<file path="config.mk">
export PLATFORM = sky130hd
export DESIGN_NAME = tdr_top
export DESIGN_NICKNAME = d
export VERILOG_FILES = /design/src/verilog/tdr_pkg.sv /design/src/verilog/tdr_top.sv
export SDC_FILE = /design/constraint.sdc
export NUM_CORES = 1
export LEC_CHECK = 0
export BUFFER_PORTS_ARGS = -buffer_cell sky130_fd_sc_hd__buf_2
export CAP_MARGIN = 20
export CORE_MARGIN = 2
export CORE_UTILIZATION = 54
export DETAILED_ROUTE_END_ITERATION = 7
export GPL_TIMING_DRIVEN = 0
export PLACE_DENSITY = 0.83
export SYNTH_ARGS = -nofsm -noshare
export SYNTH_HDL_FRONTEND = slang
export SYNTH_SLANG_ARGS = --single-unit
</file>
<file path="constraint.sdc">
create_clock -name hclk -period 2.7 [get_ports hclk]
set_input_delay 0.405 -clock hclk [delete_from_list [all_inputs] [get_ports hclk]]
set_output_delay 0.405 -clock hclk [all_outputs]
set_load 0.005 [all_outputs]
</file>
<file path="src/verilog/tdr_pkg.sv">
/*
 * constants shared by the diagnostic and soft reset block: register
 * offsets, field positions, memory test opcodes, receiver thresholds.
 * assumes byte addressing on a 32-bit ahb-lite bus.
 */
package tdr_pkg;
    localparam int CLK_NS = 40; // hclk period
    localparam int AW = 13; // decoded address bits
    // register byte addresses
    localparam logic [12:0] OFS_CTL = 13'h0018; // page 00, offset 18h
    localparam logic [12:0] OFS_PAT = 13'h1104; // page 11, offset 04h
    localparam logic [12:0] OFS_STAT = 13'h0200; // block state
    localparam logic [12:0] OFS_ISTAT = 13'h0204; // sticky events
    localparam logic [12:0] OFS_IMASK = 13'h0208; // event mask
    // control field positions
    localparam int B_RST_EN = 4;
    localparam int B_RST_CMD = 5;
    localparam int B_LINE_TEST = 6;
    localparam int B_PAT_TEST = 2;
    // event bit positions
    localparam int EV_MEM_DONE = 0;
    localparam int EV_MEM_FAIL = 1;
    localparam int EV_SYNC_LOSS = 2;
    localparam int EV_BIT_ERR = 3;
    localparam int EV_SRST_DONE = 4;
    localparam int NEV = 5;
    // work state codes on the two state indicators
    localparam logic [1:0] ST_NORMAL = 2'h0;
    localparam logic [1:0] ST_MEMTEST = 2'h1;
    localparam logic [1:0] ST_LOOP = 2'h2;
    localparam logic [1:0] ST_BERT = 2'h3;
    // memory command codes toward the sdram sequencer
    localparam logic [2:0] OP_INIT = 3'h1;
    localparam logic [2:0] OP_MODE = 3'h2;
    localparam logic [2:0] OP_REFR = 3'h3;
    localparam logic [2:0] OP_WRITE = 3'h4;
    localparam logic [2:0] OP_READ = 3'h5;
    localparam logic [15:0] MEM_SEED = 16'hA5C3; // data pattern mix
    // soft reset pulse length
    localparam int SRST_NS = 160;
    localparam int SRST_CYC = (SRST_NS + CLK_NS - 1) / CLK_NS;
    // pattern receiver thresholds, in received bits
    localparam logic [5:0] SYNC_RUN = 6'h20; // clean run to declare sync
    localparam logic [3:0] LOSS_ERRS = 4'h8; // errors to declare loss
    localparam logic [5:0] ERR_CLR_RUN = 6'h10; // clean run clears errors
    localparam logic [9:0] ERR_HOLD = 10'h3FF; // bit error flag stretch
    localparam int PRBS_LEN = 15;
endpackage

</file>
<file path="src/verilog/tdr_top.sv">
/*
 * diagnostic block: sdram scan test, prbs bit error tester with remote
 * loopback request, four test indicators, software reset of data path.
 * assumes an ahb-lite master, an sdram sequencer taking one command per
 * req/ack handshake, and a framer that strobes one bit per ethernet slot.
 */
// Design decisions made here: the AHB-Lite slave port and the register offsets.
`timescale 1ns/100ps
module tdr_top
    import tdr_pkg::*;
#(
    parameter int MEM_AW = 22,
    parameter int MEM_DW = 16
) (
    input wire logic hclk,
    input wire logic hresetn,
    input wire logic hsel,
    input wire logic [31:0] haddr,
    input wire logic [1:0] htrans,
    input wire logic hwrite,
    input wire logic [2:0] hsize,
    input wire logic [31:0] hwdata,
    input wire logic hready,
    output logic hreadyout,
    output logic hresp,
    output logic [31:0] hrdata,
    output logic irq,
    input wire logic mem_test_strap,
    input wire logic line_test_pin,
    input wire logic ts_assigned,
    input wire logic loop_active,
    input wire logic wan_loop_det,
    input wire logic eth_tx_paused,
    output logic [2:0] mem_op,
    output logic mem_req,
    output logic [MEM_AW-1:0] mem_addr,
    output logic [MEM_DW-1:0] mem_wdata,
    input wire logic mem_ack,
    input wire logic [MEM_DW-1:0] mem_rdata,
    output logic bert_sel,
    input wire logic bert_tx_req,
    output logic bert_tx_bit,
    input wire logic bert_rx_valid,
    input wire logic bert_rx_bit,
    output logic remote_loop_req,
    output logic data_path_rst,
    output logic state_ind_hi,
    output logic state_ind_lo,
    output logic result_ind_a,
    output logic result_ind_b
);
    // memory scan sequencer steps
    typedef enum logic [2:0] {
        M_IDLE, M_INIT, M_MODE, M_REFR, M_WR, M_RD, M_DONE
    } tdr_mst_t;
    // every cell is written, then read back
    // strap low returns to idle at any step

    // whole state of the block
    // all zero at reset but the pattern register,
    // which would stall if it were all zero
    typedef struct packed {
        // memory scan
        tdr_mst_t mst;
        logic [MEM_AW-1:0] maddr;
        logic [MEM_DW-1:0] wdat;
        logic [2:0] mop;
        logic mreq;
        logic mdone;
        logic mfail;
        // pattern tester
        logic [PRBS_LEN-1:0] tx_lfsr;
        logic [PRBS_LEN-1:0] rx_sh;
        logic [5:0] good_cnt;
        logic [3:0] bad_cnt;
        logic in_sync;
        logic [9:0] err_hold;
        // control, soft reset, events
        logic line_test;
        logic rst_en;
        logic rst_cmd;
        logic pat_test;
        logic [3:0] srst_cnt;
        logic [NEV-1:0] ist;
        logic [NEV-1:0] imsk;
        // bus side and indicators
        logic wr_pend;
        logic [AW-1:0] wr_addr;
        logic [31:0] rdata;
        logic [3:0] ind;
    } tdr_st_t;

    // registered image and its next value
    tdr_st_t s_q;
    tdr_st_t s_d;
    logic active; // tester running
    logic addr_ph; // ahb address phase taken

    // active is combinational: the framer swaps
    // in the pattern in the cycle it is allowed

    // the receiver uses the same taps, so a loop
    // returns the stream one slot bit later
    // next prbs state, x^15 + x^14 + 1
    function automatic logic [PRBS_LEN-1:0] prbs_next(input logic [PRBS_LEN-1:0] s);
        prbs_next = {s[PRBS_LEN-2:0], s[PRBS_LEN-1] ^ s[PRBS_LEN-2]};
    endfunction

    // address dependent data catches address
    // line faults during the read pass
    // test data stored at a memory address
    function automatic logic [MEM_DW-1:0] mem_pat(input logic [MEM_AW-1:0] a);
        logic [31:0] w;
        w = 32'(a);
        mem_pat = w[MEM_DW-1:0] ^ MEM_SEED;
    endfunction

    // reads see this cycle's write, so a read
    // right after a write shows the new value
    // register read mux over a state image
    function automatic logic [31:0] rd_mux(input tdr_st_t s, input logic [AW-1:0] a,
                                           input logic act);
        logic [31:0] r;
        r = 32'h0000_0000;
        unique case (a)
            OFS_CTL: begin
                r[B_RST_EN] = s.rst_en;
                r[B_RST_CMD] = s.rst_cmd;
                r[B_LINE_TEST] = s.line_test;
            end
            OFS_PAT: r[B_PAT_TEST] = s.pat_test;
            // status: results, code, sync, scan, tester
            OFS_STAT: r = {24'h0, act, s.mfail, s.mdone, s.in_sync, s.ind};
            OFS_ISTAT: r = {27'h0, s.ist};
            OFS_IMASK: r = {27'h0, s.imsk};
            default: r = 32'h0000_0000; // unmapped reads zero
        endcase
        rd_mux = r;
    endfunction

    // tester runs from any source, never during memory test or without slots
    assign active = (line_test_pin | s_q.line_test | s_q.pat_test)
                    & ts_assigned & ~mem_test_strap;
    assign addr_ph = hsel & htrans[1] & hready;

    // next state of everything
    always_comb begin
        logic [NEV-1:0] ev;
        logic rx_err;
        logic [31:0] wv;

        s_d = s_q;
        ev = '0;
        rx_err = 1'b0;
        wv = hwdata;

        // memory scan sequencer
        // a command stands until acknowledged;
        // the next one is set up on that edge
        if (!mem_test_strap) begin
            s_d.mst = M_IDLE; // leaving test mode aborts the scan
            s_d.mreq = 1'b0;
        end else begin
            unique case (s_q.mst)
                M_IDLE: begin
                    s_d.mst = M_INIT;
                    s_d.mop = OP_INIT;
                    s_d.mreq = 1'b1;
                    s_d.mdone = 1'b0;
                    s_d.mfail = 1'b0;
                    s_d.maddr = '0;
                end
                M_INIT: if (mem_ack) begin
                    s_d.mst = M_MODE;
                    s_d.mop = OP_MODE;
                end
                M_MODE: if (mem_ack) begin
                    s_d.mst = M_REFR;
                    s_d.mop = OP_REFR;
                end
                M_REFR: if (mem_ack) begin
                    s_d.mst = M_WR;
                    s_d.mop = OP_WRITE;
                end
                M_WR: if (mem_ack) begin
                    s_d.maddr = s_q.maddr + 1'b1;
                    if (&s_q.maddr) begin
                        s_d.mst = M_RD; // every cell written, read back
                        s_d.mop = OP_READ;
                    end
                end
                M_RD: if (mem_ack) begin
                    // a failure sticks until the next scan starts
                    if (mem_rdata != mem_pat(s_q.maddr)) begin
                        s_d.mfail = 1'b1;
                    end
                    s_d.maddr = s_q.maddr + 1'b1;
                    if (&s_q.maddr) begin
                        s_d.mst = M_DONE;
                        s_d.mreq = 1'b0;
                        s_d.mdone = 1'b1;
                    end
                end
                // results stay while the strap is high
                M_DONE: s_d.mst = M_DONE; // hold results until strap drops
            endcase
        end
        // write data follows next cycle's address
        s_d.wdat = mem_pat(s_d.maddr);

        // prbs transmitter, advances once per ethernet slot bit
        // the framer takes the bit with its request;
        // no slot, no request, no movement
        if (active && bert_tx_req) begin
            s_d.tx_lfsr = prbs_next(s_q.tx_lfsr);
        end

        // prbs receiver, self synchronising on the received bits
        // each bit is predicted from the fifteen before
        // it: no seed needed, one line error gives
        // about three mismatches; errors count in sync
        if (!active) begin
            s_d.in_sync = 1'b0;
            s_d.good_cnt = '0;
            s_d.bad_cnt = '0;
            s_d.err_hold = '0;
        end else if (bert_rx_valid) begin
            rx_err = bert_rx_bit != (s_q.rx_sh[PRBS_LEN-1] ^ s_q.rx_sh[PRBS_LEN-2]);
            s_d.rx_sh = {s_q.rx_sh[PRBS_LEN-2:0], bert_rx_bit};
            if (s_q.err_hold != '0) begin
                s_d.err_hold = s_q.err_hold - 1'b1;
            end
            // a mismatch breaks the clean run
            if (rx_err) begin
                s_d.good_cnt = '0;
                if (s_q.in_sync) begin
                    s_d.err_hold = ERR_HOLD;
                    ev[EV_BIT_ERR] = 1'b1;
                    s_d.bad_cnt = s_q.bad_cnt + 1'b1;
                    if (s_q.bad_cnt + 1'b1 >= LOSS_ERRS) begin
                        s_d.in_sync = 1'b0;
                        s_d.bad_cnt = '0;
                        ev[EV_SYNC_LOSS] = 1'b1;
                    end
                end
            end else begin
                if (s_q.good_cnt != SYNC_RUN) begin
                    s_d.good_cnt = s_q.good_cnt + 1'b1;
                end
                if (s_q.good_cnt + 1'b1 == SYNC_RUN) begin
                    s_d.in_sync = 1'b1;
                end
                if (s_q.good_cnt + 1'b1 == ERR_CLR_RUN) begin
                    s_d.bad_cnt = '0; // isolated errors forgotten
                end
            end
        end

        // soft reset pulse runs down and the command bit clears itself
        // only the data path sees this pulse; framing,
        // line interfaces and registers run on
        if (s_q.srst_cnt != '0) begin
            s_d.srst_cnt = s_q.srst_cnt - 1'b1;
            if (s_q.srst_cnt == 4'h1) begin
                s_d.rst_cmd = 1'b0;
                ev[EV_SRST_DONE] = 1'b1;
            end
        end

        // memory result edges as events
        ev[EV_MEM_DONE] = s_d.mdone & ~s_q.mdone;
        ev[EV_MEM_FAIL] = s_d.mfail & ~s_q.mfail;

        // ahb write data phase
        // address latched in the address phase, data
        // lands at the end of the next cycle
        s_d.wr_pend = addr_ph & hwrite;
        if (addr_ph) begin
            s_d.wr_addr = haddr[AW-1:0];
        end
        if (s_q.wr_pend) begin
            unique case (s_q.wr_addr)
                OFS_CTL: begin
                    s_d.rst_en = wv[B_RST_EN];
                    s_d.line_test = wv[B_LINE_TEST];
                    // enable comes from the same word; a
                    // running pulse is never restarted
                    if (wv[B_RST_CMD] && wv[B_RST_EN] && s_q.srst_cnt == '0) begin
                        s_d.rst_cmd = 1'b1;
                        s_d.srst_cnt = 4'(SRST_CYC);
                    end
                end
                OFS_PAT: s_d.pat_test = wv[B_PAT_TEST];
                OFS_ISTAT: s_d.ist = s_q.ist & ~wv[NEV-1:0];
                OFS_IMASK: s_d.imsk = wv[NEV-1:0];
                default: s_d.ist = s_d.ist; // unmapped writes ignored
            endcase
        end
        // a clear in the same cycle as a new event
        // loses, so no event is missed
        s_d.ist = s_d.ist | ev; // a new event beats a clear

        // indicators: state code then per-state result meaning
        // memory test outranks the tester; result
        // bits change meaning with the state code
        if (mem_test_strap) begin
            s_d.ind = {ST_MEMTEST, s_d.mdone, s_d.mfail};
        end else if (active) begin
            s_d.ind = {ST_BERT, ~s_d.in_sync, s_d.err_hold != '0};
        end else begin
            s_d.ind[3:2] = loop_active ? ST_LOOP : ST_NORMAL;
            s_d.ind[1] = s_d.srst_cnt != '0;
            s_d.ind[0] = wan_loop_det & eth_tx_paused;
        end

        // read data for the next data phase, seen after any write now landing
        // outside a read data phase the bus sees zero
        s_d.rdata = addr_ph && !hwrite ? rd_mux(s_d, haddr[AW-1:0], active) : 32'h0000_0000;
    end

    // state register
    // one register image; the asynchronous reset
    // loads constants only
    always_ff @(posedge hclk or negedge hresetn) begin
        if (!hresetn) begin
            s_q <= '0;
            s_q.mst <= M_IDLE;
            s_q.tx_lfsr <= 15'h7FFF; // nonzero seed so the sequence runs
        end else begin
            s_q <= s_d;
        end
    end

    // outputs
    // data outputs come from the register image;
    // handshakes and enables are decoded
    assign hreadyout = 1'b1; // zero wait states
    assign hresp = 1'b0; // always okay
    assign hrdata = s_q.rdata;
    // level interrupt while an unmasked event waits
    assign irq = |(s_q.ist & s_q.imsk);
    // memory commands toward the sequencer
    assign mem_op = s_q.mop;
    assign mem_req = s_q.mreq;
    assign mem_addr = s_q.maddr;
    assign mem_wdata = s_q.wdat;
    // tester outputs toward the framer, and the data path reset
    assign bert_sel = active;
    assign bert_tx_bit = s_q.tx_lfsr[PRBS_LEN-1];
    assign remote_loop_req = active & (line_test_pin | s_q.line_test);
    assign data_path_rst = s_q.srst_cnt != '0;
    // indicator pins: state code, then results
    assign state_ind_hi = s_q.ind[3];
    assign state_ind_lo = s_q.ind[2];
    assign result_ind_a = s_q.ind[1];
    assign result_ind_b = s_q.ind[0];
endmodule

</file>
==> results.ini, run 1 <==
[sta]
period_minus_slack_ns = 2.50
period_share_pct = 92.6
hold_viol = 0
rsz0062_at_grt = false
slew_headroom_pct = 55.4
worst_slack_ns = 0.200
clock.fmax_mhz = 400
setup_viol_count_final = 0
tightest_slew_ns = 0.662
slew_viol_final = 0
finClkSkew_ns = 0.00564

[grt]
grtUsageTotal_pct = 22.3
antenna_found_initial = 0
grt_first_pass_wirelength_mm = 25.4
grt_pass1_vias = 5408
grt_overflow = 0
grt_max_degree = 72

[logic_synthesis]
synth_cell_type_count = 81
async_flop_share_pct = 100
ys_seq_elements = 134
ys.warnings.count = 0
netlist_instances = 705
synth_area_sq_um = 7250
yosysSeqAreaShare_pct = 46.5
synth_edf_count = 0
synth_flop_cell = dfrtp_1
syn-mean-instance-area_sq_um = 10.3

[pwr]
p_sw_uw = 1330
combPwrFrac_pct = 14.3
ir_drop_uv = 430
clockPowerShare_pct = 40.7
fin_total_pwr_uw = 5320
pwr-share-seq_pct = 45.1
total_leakage_power_uw = 0.00425
power.internal_uw = 3990
p_sw_share_pct = 25.1
cellPowerDensity_nw_per_um2 = 611

[route]
drc_errors = 0
dr.pass1.iters = 5
drt_wl_total_mm = 15.1
ant_nets = 0
num_vias = 5500
vias_per_cell = 5.25
post_drt_wl_per_cell_um = 14.4
drt_iter0_markers = 313

[floorplan]
dieArea_sq_um = 14400
pin_count = 185
initial_utilization_pct = 55.0
rows = 42
die_w_um = 120
die_h_um = 120
coreArea_sq_um = 13200

[cts]
cts.sinks = 134
post_cts_resized = 0
ctsHoldBuffers = 1
cts_root_buffer = clkbuf_16
postCtsSetupRepairBufs = 0
cts_inserted_buffers = 17
cts_max_path_buffers = 2
cts_max_level = 4
cts_tree = done
clk_pin_slew_ns = 0.05
clk_latency_ns = 0.42

[cells_and_area]
final_common_cell = dfrtp_1
area_growth_pct = 20.1
layout-drive-gt1-share_pct = 35.4
n_antenna_cell = 0
final_cell_mix = 119 x dfrtp_1, 110 x buf_2, 76 x buf_4, 61 x nor2_1, 54 x nand2_1
nNetsFinal = 965

[setup_path]
cp_slowest_stage_delay_ns = 0.52
critical_path_arrival_ns = 2.78
cp_slowest_cell = dfrtp_1
rrSetupSlack_ns = 0.20
critPathMaxFanout = 7
path_class = reg2reg
critical_path.cell_chain = xor2_1 -> nand4_1 -> nor4_1 -> nor3_1 -> a311o_1 -> a221oi_1 -> o2bb2ai_1
required_ns = 2.98
start_kind = flip-flop
crit_path_end_kind = flip-flop

[flow_run]
cap_violations = 0

[run_status]
status = finished, final reports clean

[place]
io_buffers = 108
place.gp.congestion = 0.890
place_ws_ns = 0.230
dp_hpwl_mm = 10.9

[min_path]
min_path_type = in2reg

-- synth_stat cells, drive strengths merged, types with 5 or more instances --
cell / instances / area, sq um
o21ai: 36 / 191
nand3: 21 / 110
ha: 7 / 87.6
buf: 83 / 608
and4: 6 / 57.6
inv: 24 / 90.1
o31ai: 8 / 73.8
dfrtp: 119 / 2980
and2: 7 / 43.8
nor4b: 5 / 73.8
clkbuf: 12 / 45.0
nor3: 21 / 116
and3: 10 / 62.6
a21oi: 22 / 110
a21o: 5 / 37.5
nor4: 8 / 71.3
nor2b: 8 / 50.1
mux2: 51 / 578
nor2: 62 / 235
a31oi: 6 / 37.5
xor2: 20 / 175
xnor2: 15 / 131
nand2b: 5 / 31.3
dfstp: 15 / 394
nand2: 55 / 209
nand4: 14 / 103
-- registers in the layout, indices dropped and copies added, names as in the netlist, 3 cells and up --
register / count
s_q: 87
mem_wdata: 16
hrdata: 8
mem_addr: 14
mem_op: 3
-- per-stage QoR --
stage	std cells	TNS, ns	cell area [sq um]	hold slack (ns)	utilization, %
floorplan	729	0	7340	0.109	-
global placement	1013	-65.12	8100	0.462	61.4
detailed placement	1014	0	8140	0.433	61.7
CTS	1047	0	8710	0.218	66.0
global route	1047	0	8710	0.229	66.0
finish	1047	0	8710	0.234	66.0
-- worst max-delay path, delay by kind of cell (launching register included) --
| family | cells | cell delay [ns] |
|---|---|---|
| AOI/OAI and AO/OA | 3 | 0.84 |
| DFF | 1 | 0.52 |
| and+or+nand+nor | 3 | 0.79 |
| xor gates and xnor gates | 1 | 0.20 |
-- path summary, 6_finish.rpt --
kind | from | end | cells after the start
worst max register to register | mem_addr[10] | hrdata[0] | 7
max in group asynchronous | hresetn | s_q[51] | 3
worst max-delay path | mem_addr[10] | hrdata[0] | 7
worst min register to register | s_q[65] | s_q[65] | 1
min in group asynchronous | hresetn | s_q[101] | 2
worst min-delay path | loop_active | state_ind_hi | 3
-- power by group through the flow --
| stage | clock network [uW] | logic [uW] | registers [uW] |
|---|---|---|---|
| final | 2160 | 760 | 2400 |
| after global routing | 2290 | 845 | 2420 |
| after CTS | 2210 | 769 | 2400 |
| after detailed placement | 0 | 754 | 2430 |
| after global placement | 0 | 728 | 2420 |
| after floorplan | 0 | 537 | 2390 |
-- area by class of cell --
class                   instances  area, sq um
repair buffers                110          584
inverters                      25         93.8
flip-flops and latches        134         3370
clock buffers                  22          484
clock inverters                10         77.6
plain buffers                  95          653
well taps                     176          220
multi-input cells             475         3220
fillers                      1037         4480
-- cell families (layout without fill, tap and decap cells) --
logic type      Yosys count  after routing  synth area share (%)
simple gates            244            244                  18.5
flops                   134            134                  46.5
buf+inv                 120            262                  10.3
compound gates          107            107                  10.1
mux                      54             54                  8.38
xor+xnor                 37             37                  4.86
fa+ha+maj                 7              7                  1.21
other cells               2             26                 0.104
-- metal layers --
metal / GRT usage [%] / vias to the layer above / wire length (um)
li1: - / 2691 / -
met1: 29.2 / 2609 / 6690
met2: 36.1 / 175 / 7220
met3: 4.71 / 25 / 866
met4: 9.49 / 0 / 294
met5: 0 / - / 0
(Power assumes the default switching activity.)
==> run 2, diff against run 1 <==
Settings changed: CELL_PAD_IN_SITES_DETAIL_PLACEMENT set to 1, CELL_PAD_IN_SITES_GLOBAL_PLACEMENT set to 2, CORE_UTILIZATION 54 to 33, PLACE_DENSITY 0.83 to 0.82.
==> run 2 against run 1 <==
  * Maximum frequency rose by 0.87%
  * Core utilization down 25 points
  * Final area up 1.9%
  * Wire length rose by 19%
  * Count of clock-buffer cells in the layout unchanged
  * Clock power up 6%
  * Non-clock buffer count did not move
  * Flip-flop and latch count unchanged
  * Clock skew grew 0.0035 ns
==> results.ini, run 2 (synthesis results as in run 1) <==
[cells_and_area]
area_growth_pct = 22.4
fin_cells = 1153
seq_area_sq_um = 3370
multi_input_area_sq_um = 3230
final_common_cell = dfrtp_1
nNetsFinal = 965
final_cell_mix = 119 x dfrtp_1, 110 x buf_2, 76 x buf_4, 61 x nor2_1, 54 x nand2_1
largest_register_ffs = 87
top_register = s_q
fillers = 2481
layout-drive-gt1-share_pct = 35.6

[sta]
worst_slack_ns = 0.222
setup_viol_count_final = 0
period_minus_slack_ns = 2.48
finClkSkew_ns = 0.00919
hold_viol = 0
rsz0062_at_grt = false
slew_viol_final = 0
slew_headroom_pct = 53.9
period_share_pct = 91.8
clock.fmax_mhz = 404
tightest_slew_ns = 0.688

[route]
drt_wl_total_mm = 17.9
drc_errors = 0
dr.pass1.iters = 4
drt_iter0_markers = 181
num_vias = 5501
post_drt_wl_per_cell_um = 15.5
ant_nets = 0
vias_per_cell = 4.77

[cts]
cts_inserted_buffers = 17
postCtsSetupRepairBufs = 0
clk_pin_slew_ns = 0.06
clk_latency_ns = 0.42
cts_max_path_buffers = 2
cts.sinks = 134
cts_tree = done
cts_root_buffer = clkbuf_16
cts_max_level = 4

[grt]
grt_first_pass_wirelength_mm = 29.5
grt_overflow = 0
grt_use_met2_pct = 25.0
grt_pass1_vias = 5679
antenna_found_initial = 2
grt_max_degree = 81
grtUsageMet3_pct = 3.61
grt.busiest_layer = met2
grtUsageTotal_pct = 15.6
met1_usage_pct = 21.1

[pwr]
total_leakage_power_uw = 0.00425
ir_drop_uv = 433
cellPowerDensity_nw_per_um2 = 615

[floorplan]
dieArea_sq_um = 23200
coreArea_sq_um = 21700
initial_utilization_pct = 33.4
pin_count = 185
die_w_um = 152
rows = 54
die_h_um = 152

[setup_path]
required_ns = 2.98
timing.rr.end = hrdata[0]
ff2ff_path_depth = 8
crit_path_end_kind = flip-flop
cp_slowest_stage_delay_ns = 0.40
critical_path.cell_chain = buf_2 -> xnor2_1 -> nand4_1 -> nor4_2 -> nor3_1 -> a311o_1 -> a221oi_1 -> o2bb2ai_1
critPathMaxFanout = 8
crit_path_start = mem_wdata[9]
start_kind = flip-flop
cp_slowest_cell = dfrtp_1
cp_top_family = compound AO/OA/AOI/OAI gates
critical_path_arrival_ns = 2.75
path_class = reg2reg
rrSetupSlack_ns = 0.22
critPathBufInv = 1
r2r-start = mem_wdata[9]

[flow_run]
cap_violations = 0

[run_status]
status = finished, final reports clean

[place]
place_ws_ns = 0.0811
io_buffers = 108
dp_hpwl_mm = 13.3
placedCellCount = 1118
place.gp.congestion = 0.791

[min_path]
min_path_type = in2reg
min_from = haddr[5]
hold_depth = 2
min_to = s_q[41]

-- run 2: cell count changes in the layout (fill, tap and decap cells not counted), sizes merged --
cell and change:
inv +6, clkinv -5, diode +2, bufinv -1
-- run 2: cell type report --
cell class / instances / area share, %
diodes: 2 / 0.0564
plain buffers: 95 / 7.36
clock buffers: 22 / 5.72
clock inverters: 10 / 0.888
inverters: 25 / 1.06
multi-input cells: 475 / 36.4
flip-flops and latches: 134 / 38.0
well taps: 280 / 3.95
repair buffers: 110 / 6.58
-- run 2: per-stage QoR --
stage / util (%) / area, sq um / total power, uW / TNS (ns) / hold WS, ns
after floorplan: - / 7340 / 2920 / 0 / 0.109
after global placement: 38.0 / 8230 / 3180 / -83.36 / 0.459
after detailed placement: 38.1 / 8270 / 3210 / 0 / 0.403
after CTS: 40.9 / 8860 / 5530 / 0 / 0.213
after global routing: 40.9 / 8870 / 5740 / 0 / 0.220
final: 40.9 / 8880 / 5460 / 0 / 0.229
-- run 2: worst reg2reg max path, delay by kind of cell (launching register included) --
kind            cells  cell delay, ns
flops               1            0.40
xor+xnor            1            0.22
buf+inv             1            0.18
simple gates        3            0.65
compound gates      3            0.89
-- run 2: power by group --
group / total, uW / internal [uW] / switching [uW] / leakage, uW
combinational: 773 / 391 / 381 / 0.00227
sequential: 2390 / 2250 / 146 / 0.00169
clock: 2300 / 1360 / 942 / 0.000292
-- run 2: metal layers --
metal / routed length (um) / up-vias
met5: 0 / -
met4: 229 / 0
met3: 883 / 18
met2: 8410 / 111
met1: 8400 / 2695
li1: - / 2677
-- run 2: worst max-delay path by stage --
stage / endpoint / cells after the start
CTS: hrdata[0] / 8
detailed placement: hrdata[0] / 8
floorplan: hrdata[1] / 10
global placement: s_q[48] / 1
global route: hrdata[1] / 10
finish: hrdata[0] / 8
-- run 2: repair_timing --
item                       in CTS  in global routing
gates resized for setup         0                  2
hold buffers                    1                  0
hold endpoints to repair       54                  0
setup endpoints to repair       0                  2
==> run 3, diff against run 2 <==
Settings changed: CELL_PAD_IN_SITES_DETAIL_PLACEMENT 1 to not set, CELL_PAD_IN_SITES_GLOBAL_PLACEMENT 2 to not set, CORE_MARGIN 2 to 4, CORE_UTILIZATION 33 to 54, PLACE_DENSITY 0.82 to 0.83.
==> run 3 against run 2 <==
  * Global-route usage increased by 5.7 points
  * Clock power shrank 8.7%
  * Via count increased by 1.7%
  * Power decreased by 3.9%
  * Non-clock buffer count unchanged
  * Critical path type unchanged
==> results.ini, run 3 (synthesis results as in run 1) <==
[cts]
post_cts_resized = 0
clk_latency_ns = 0.42
cts_max_level = 4
clk_pin_slew_ns = 0.05
cts_tree = done
cts_root_buffer = clkbuf_16
cts_inserted_buffers = 17
cts.sinks = 134
cts_max_path_buffers = 2

[cells_and_area]
final_common_cell = dfrtp_1
area_growth_pct = 19.7
seq_area_sq_um = 3370
fillers = 1059
fin_cells = 1047
fin_util_pct = 65.8
multi_input_area_sq_um = 3220
largest_register_ffs = 87
n_antenna_cell = 0
layout-drive-gt1-share_pct = 34.7
final_cell_mix = 119 x dfrtp_1, 110 x buf_2, 76 x buf_4, 61 x nor2_1, 54 x nand2_1
top_register = s_q
nNetsFinal = 965

[setup_path]
r2r-start = s_q[60]
crit_path_end_kind = flip-flop
ff2ff_path_depth = 10
cp_slowest_cell = dfrtp_1
cp_slowest_stage_delay_ns = 0.42
cp_top_family = simple AND/OR/NAND/NOR gates
rrSetupSlack_ns = 0.25
critical_path_arrival_ns = 2.80
critPathBufInv = 2
critical_path.cell_chain = inv_1 -> ha_1 -> or3b_1 -> buf_6 -> or2_4 -> o21ai_4 -> nor4_2 -> a2111oi_4 -> a221oi_2 -> nor2_2
timing.rr.end = hrdata[1]
critPathMaxFanout = 6
start_kind = flip-flop
path_class = reg2reg
required_ns = 3.04

[place]
io_buffers = 108
place.gp.congestion = 0.906
dp_hpwl_mm = 11.3
placedCellCount = 1014

[floorplan]
rows = 42
initial_utilization_pct = 55.0
die_h_um = 124
pin_count = 185
coreArea_sq_um = 13200
dieArea_sq_um = 15400
die_w_um = 124

[sta]
finClkSkew_ns = 0.00923
tightest_slew_ns = 0.642
period_share_pct = 90.9
clock.fmax_mhz = 407
setup_viol_count_final = 0
slew_viol_final = 0
period_minus_slack_ns = 2.45
hold_viol = 0
rsz0062_at_grt = false
fin_setup_tns_ns = 0
slew_headroom_pct = 57.0

[grt]
grt_overflow = 0
grt_max_degree = 96
grtUsageTotal_pct = 21.3
grt_pass1_vias = 5343
grt_first_pass_wirelength_mm = 25.4
antenna_found_initial = 0

[pwr]
fin_total_pwr_uw = 5250
ir_drop_uv = 378
total_leakage_power_uw = 0.00422
cellPowerDensity_nw_per_um2 = 605

[route]
ant_nets = 0
vias_per_cell = 5.35
drt_iter0_markers = 390
drt_wl_total_mm = 15.7
drc_errors = 0
post_drt_wl_per_cell_um = 15.0
num_vias = 5597
dr.pass1.iters = 5

[min_path]
hold_depth = 3
min_to = state_ind_hi
min_from = loop_active
min_path_type = in2reg

[flow_run]
cap_violations = 0

[run_status]
status = finished, final reports clean

## run 3: cell count changes in the layout (fill, tap and decap cells not counted), sizes merged
cell | before | now
clkinv | 5 | 4
inv | 30 | 24
bufinv | 0 | 1
diode | 2 | 0
clkbuf | 34 | 39
clkinvlp | 0 | 1
## run 3: worst max path at each step
stage	end	slack, ns	cells past startpoint	start
after floorplan	hrdata[1]	0.50	10	s_q[60]
after global placement	s_q[47]	-0.53	1	hresetn
after detailed placement	result_ind_b	0.22	9	line_test_pin
after global routing	result_ind_b	0.09	9	s_q[68]
final	hrdata[1]	0.25	10	s_q[60]
after CTS	hrdata[1]	0.21	10	s_q[60]
## run 3: area by class of cell
type / instances / share of cell area [%]
sequential: 134 / 38.8
clock buffer: 27 / 5.56
timing repair buffer: 110 / 6.73
inverter: 25 / 1.08
multi-input combinational: 475 / 37.1
buffer: 95 / 7.52
tap: 176 / 2.54
clock inverter: 5 / 0.605
## run 3: repair_timing
item                      4_1_cts  5_1_grt
setup buffers                   0        0
hold endpoints to repair       27        0
hold buffers                    1        0
## run 3: per-stage QoR
| step | setup slack, ns | cell area (sq um) | hold WS [ns] |
|---|---|---|---|
| 6_report | 0.246 | 8680 | 0.223 |
| 5_1_grt | 0.0937 | 8680 | 0.229 |
| 4_1_cts | 0.211 | 8680 | 0.215 |
| 3_5_place_dp | 0.216 | 8140 | 0.337 |
| 3_3_place_gp | -0.535 | 8100 | 0.463 |
| 2_1_floorplan | 0.499 | 7340 | 0.109 |
## run 3: worst register-to-register path: cells and delay by family (launching register included)
family                     cells  cell delay, ns
buffers and inverters          2            0.24
adders and majority gates      1            0.21
DFF                            1            0.42
AOI/OAI and AO/OA              3            0.66
and+or+nand+nor                4            0.84
## run 3: metal layers
layer	routed length, um	GRT usage (%)	up-vias
met2	7520	34.4	234
li1	-	-	2682
met1	6570	27.5	2644
met3	1230	5.04	37
met4	381	9.72	0
met5	0	0	-
## run 3: power by group
| group | leakage [uW] | internal (uW) | total, uW | switching, uW |
|---|---|---|---|---|
| combinational | 0.00226 | 390 | 755 | 365 |
| clock | 0.000259 | 1310 | 2100 | 792 |
| sequential | 0.00169 | 2250 | 2400 | 147 |
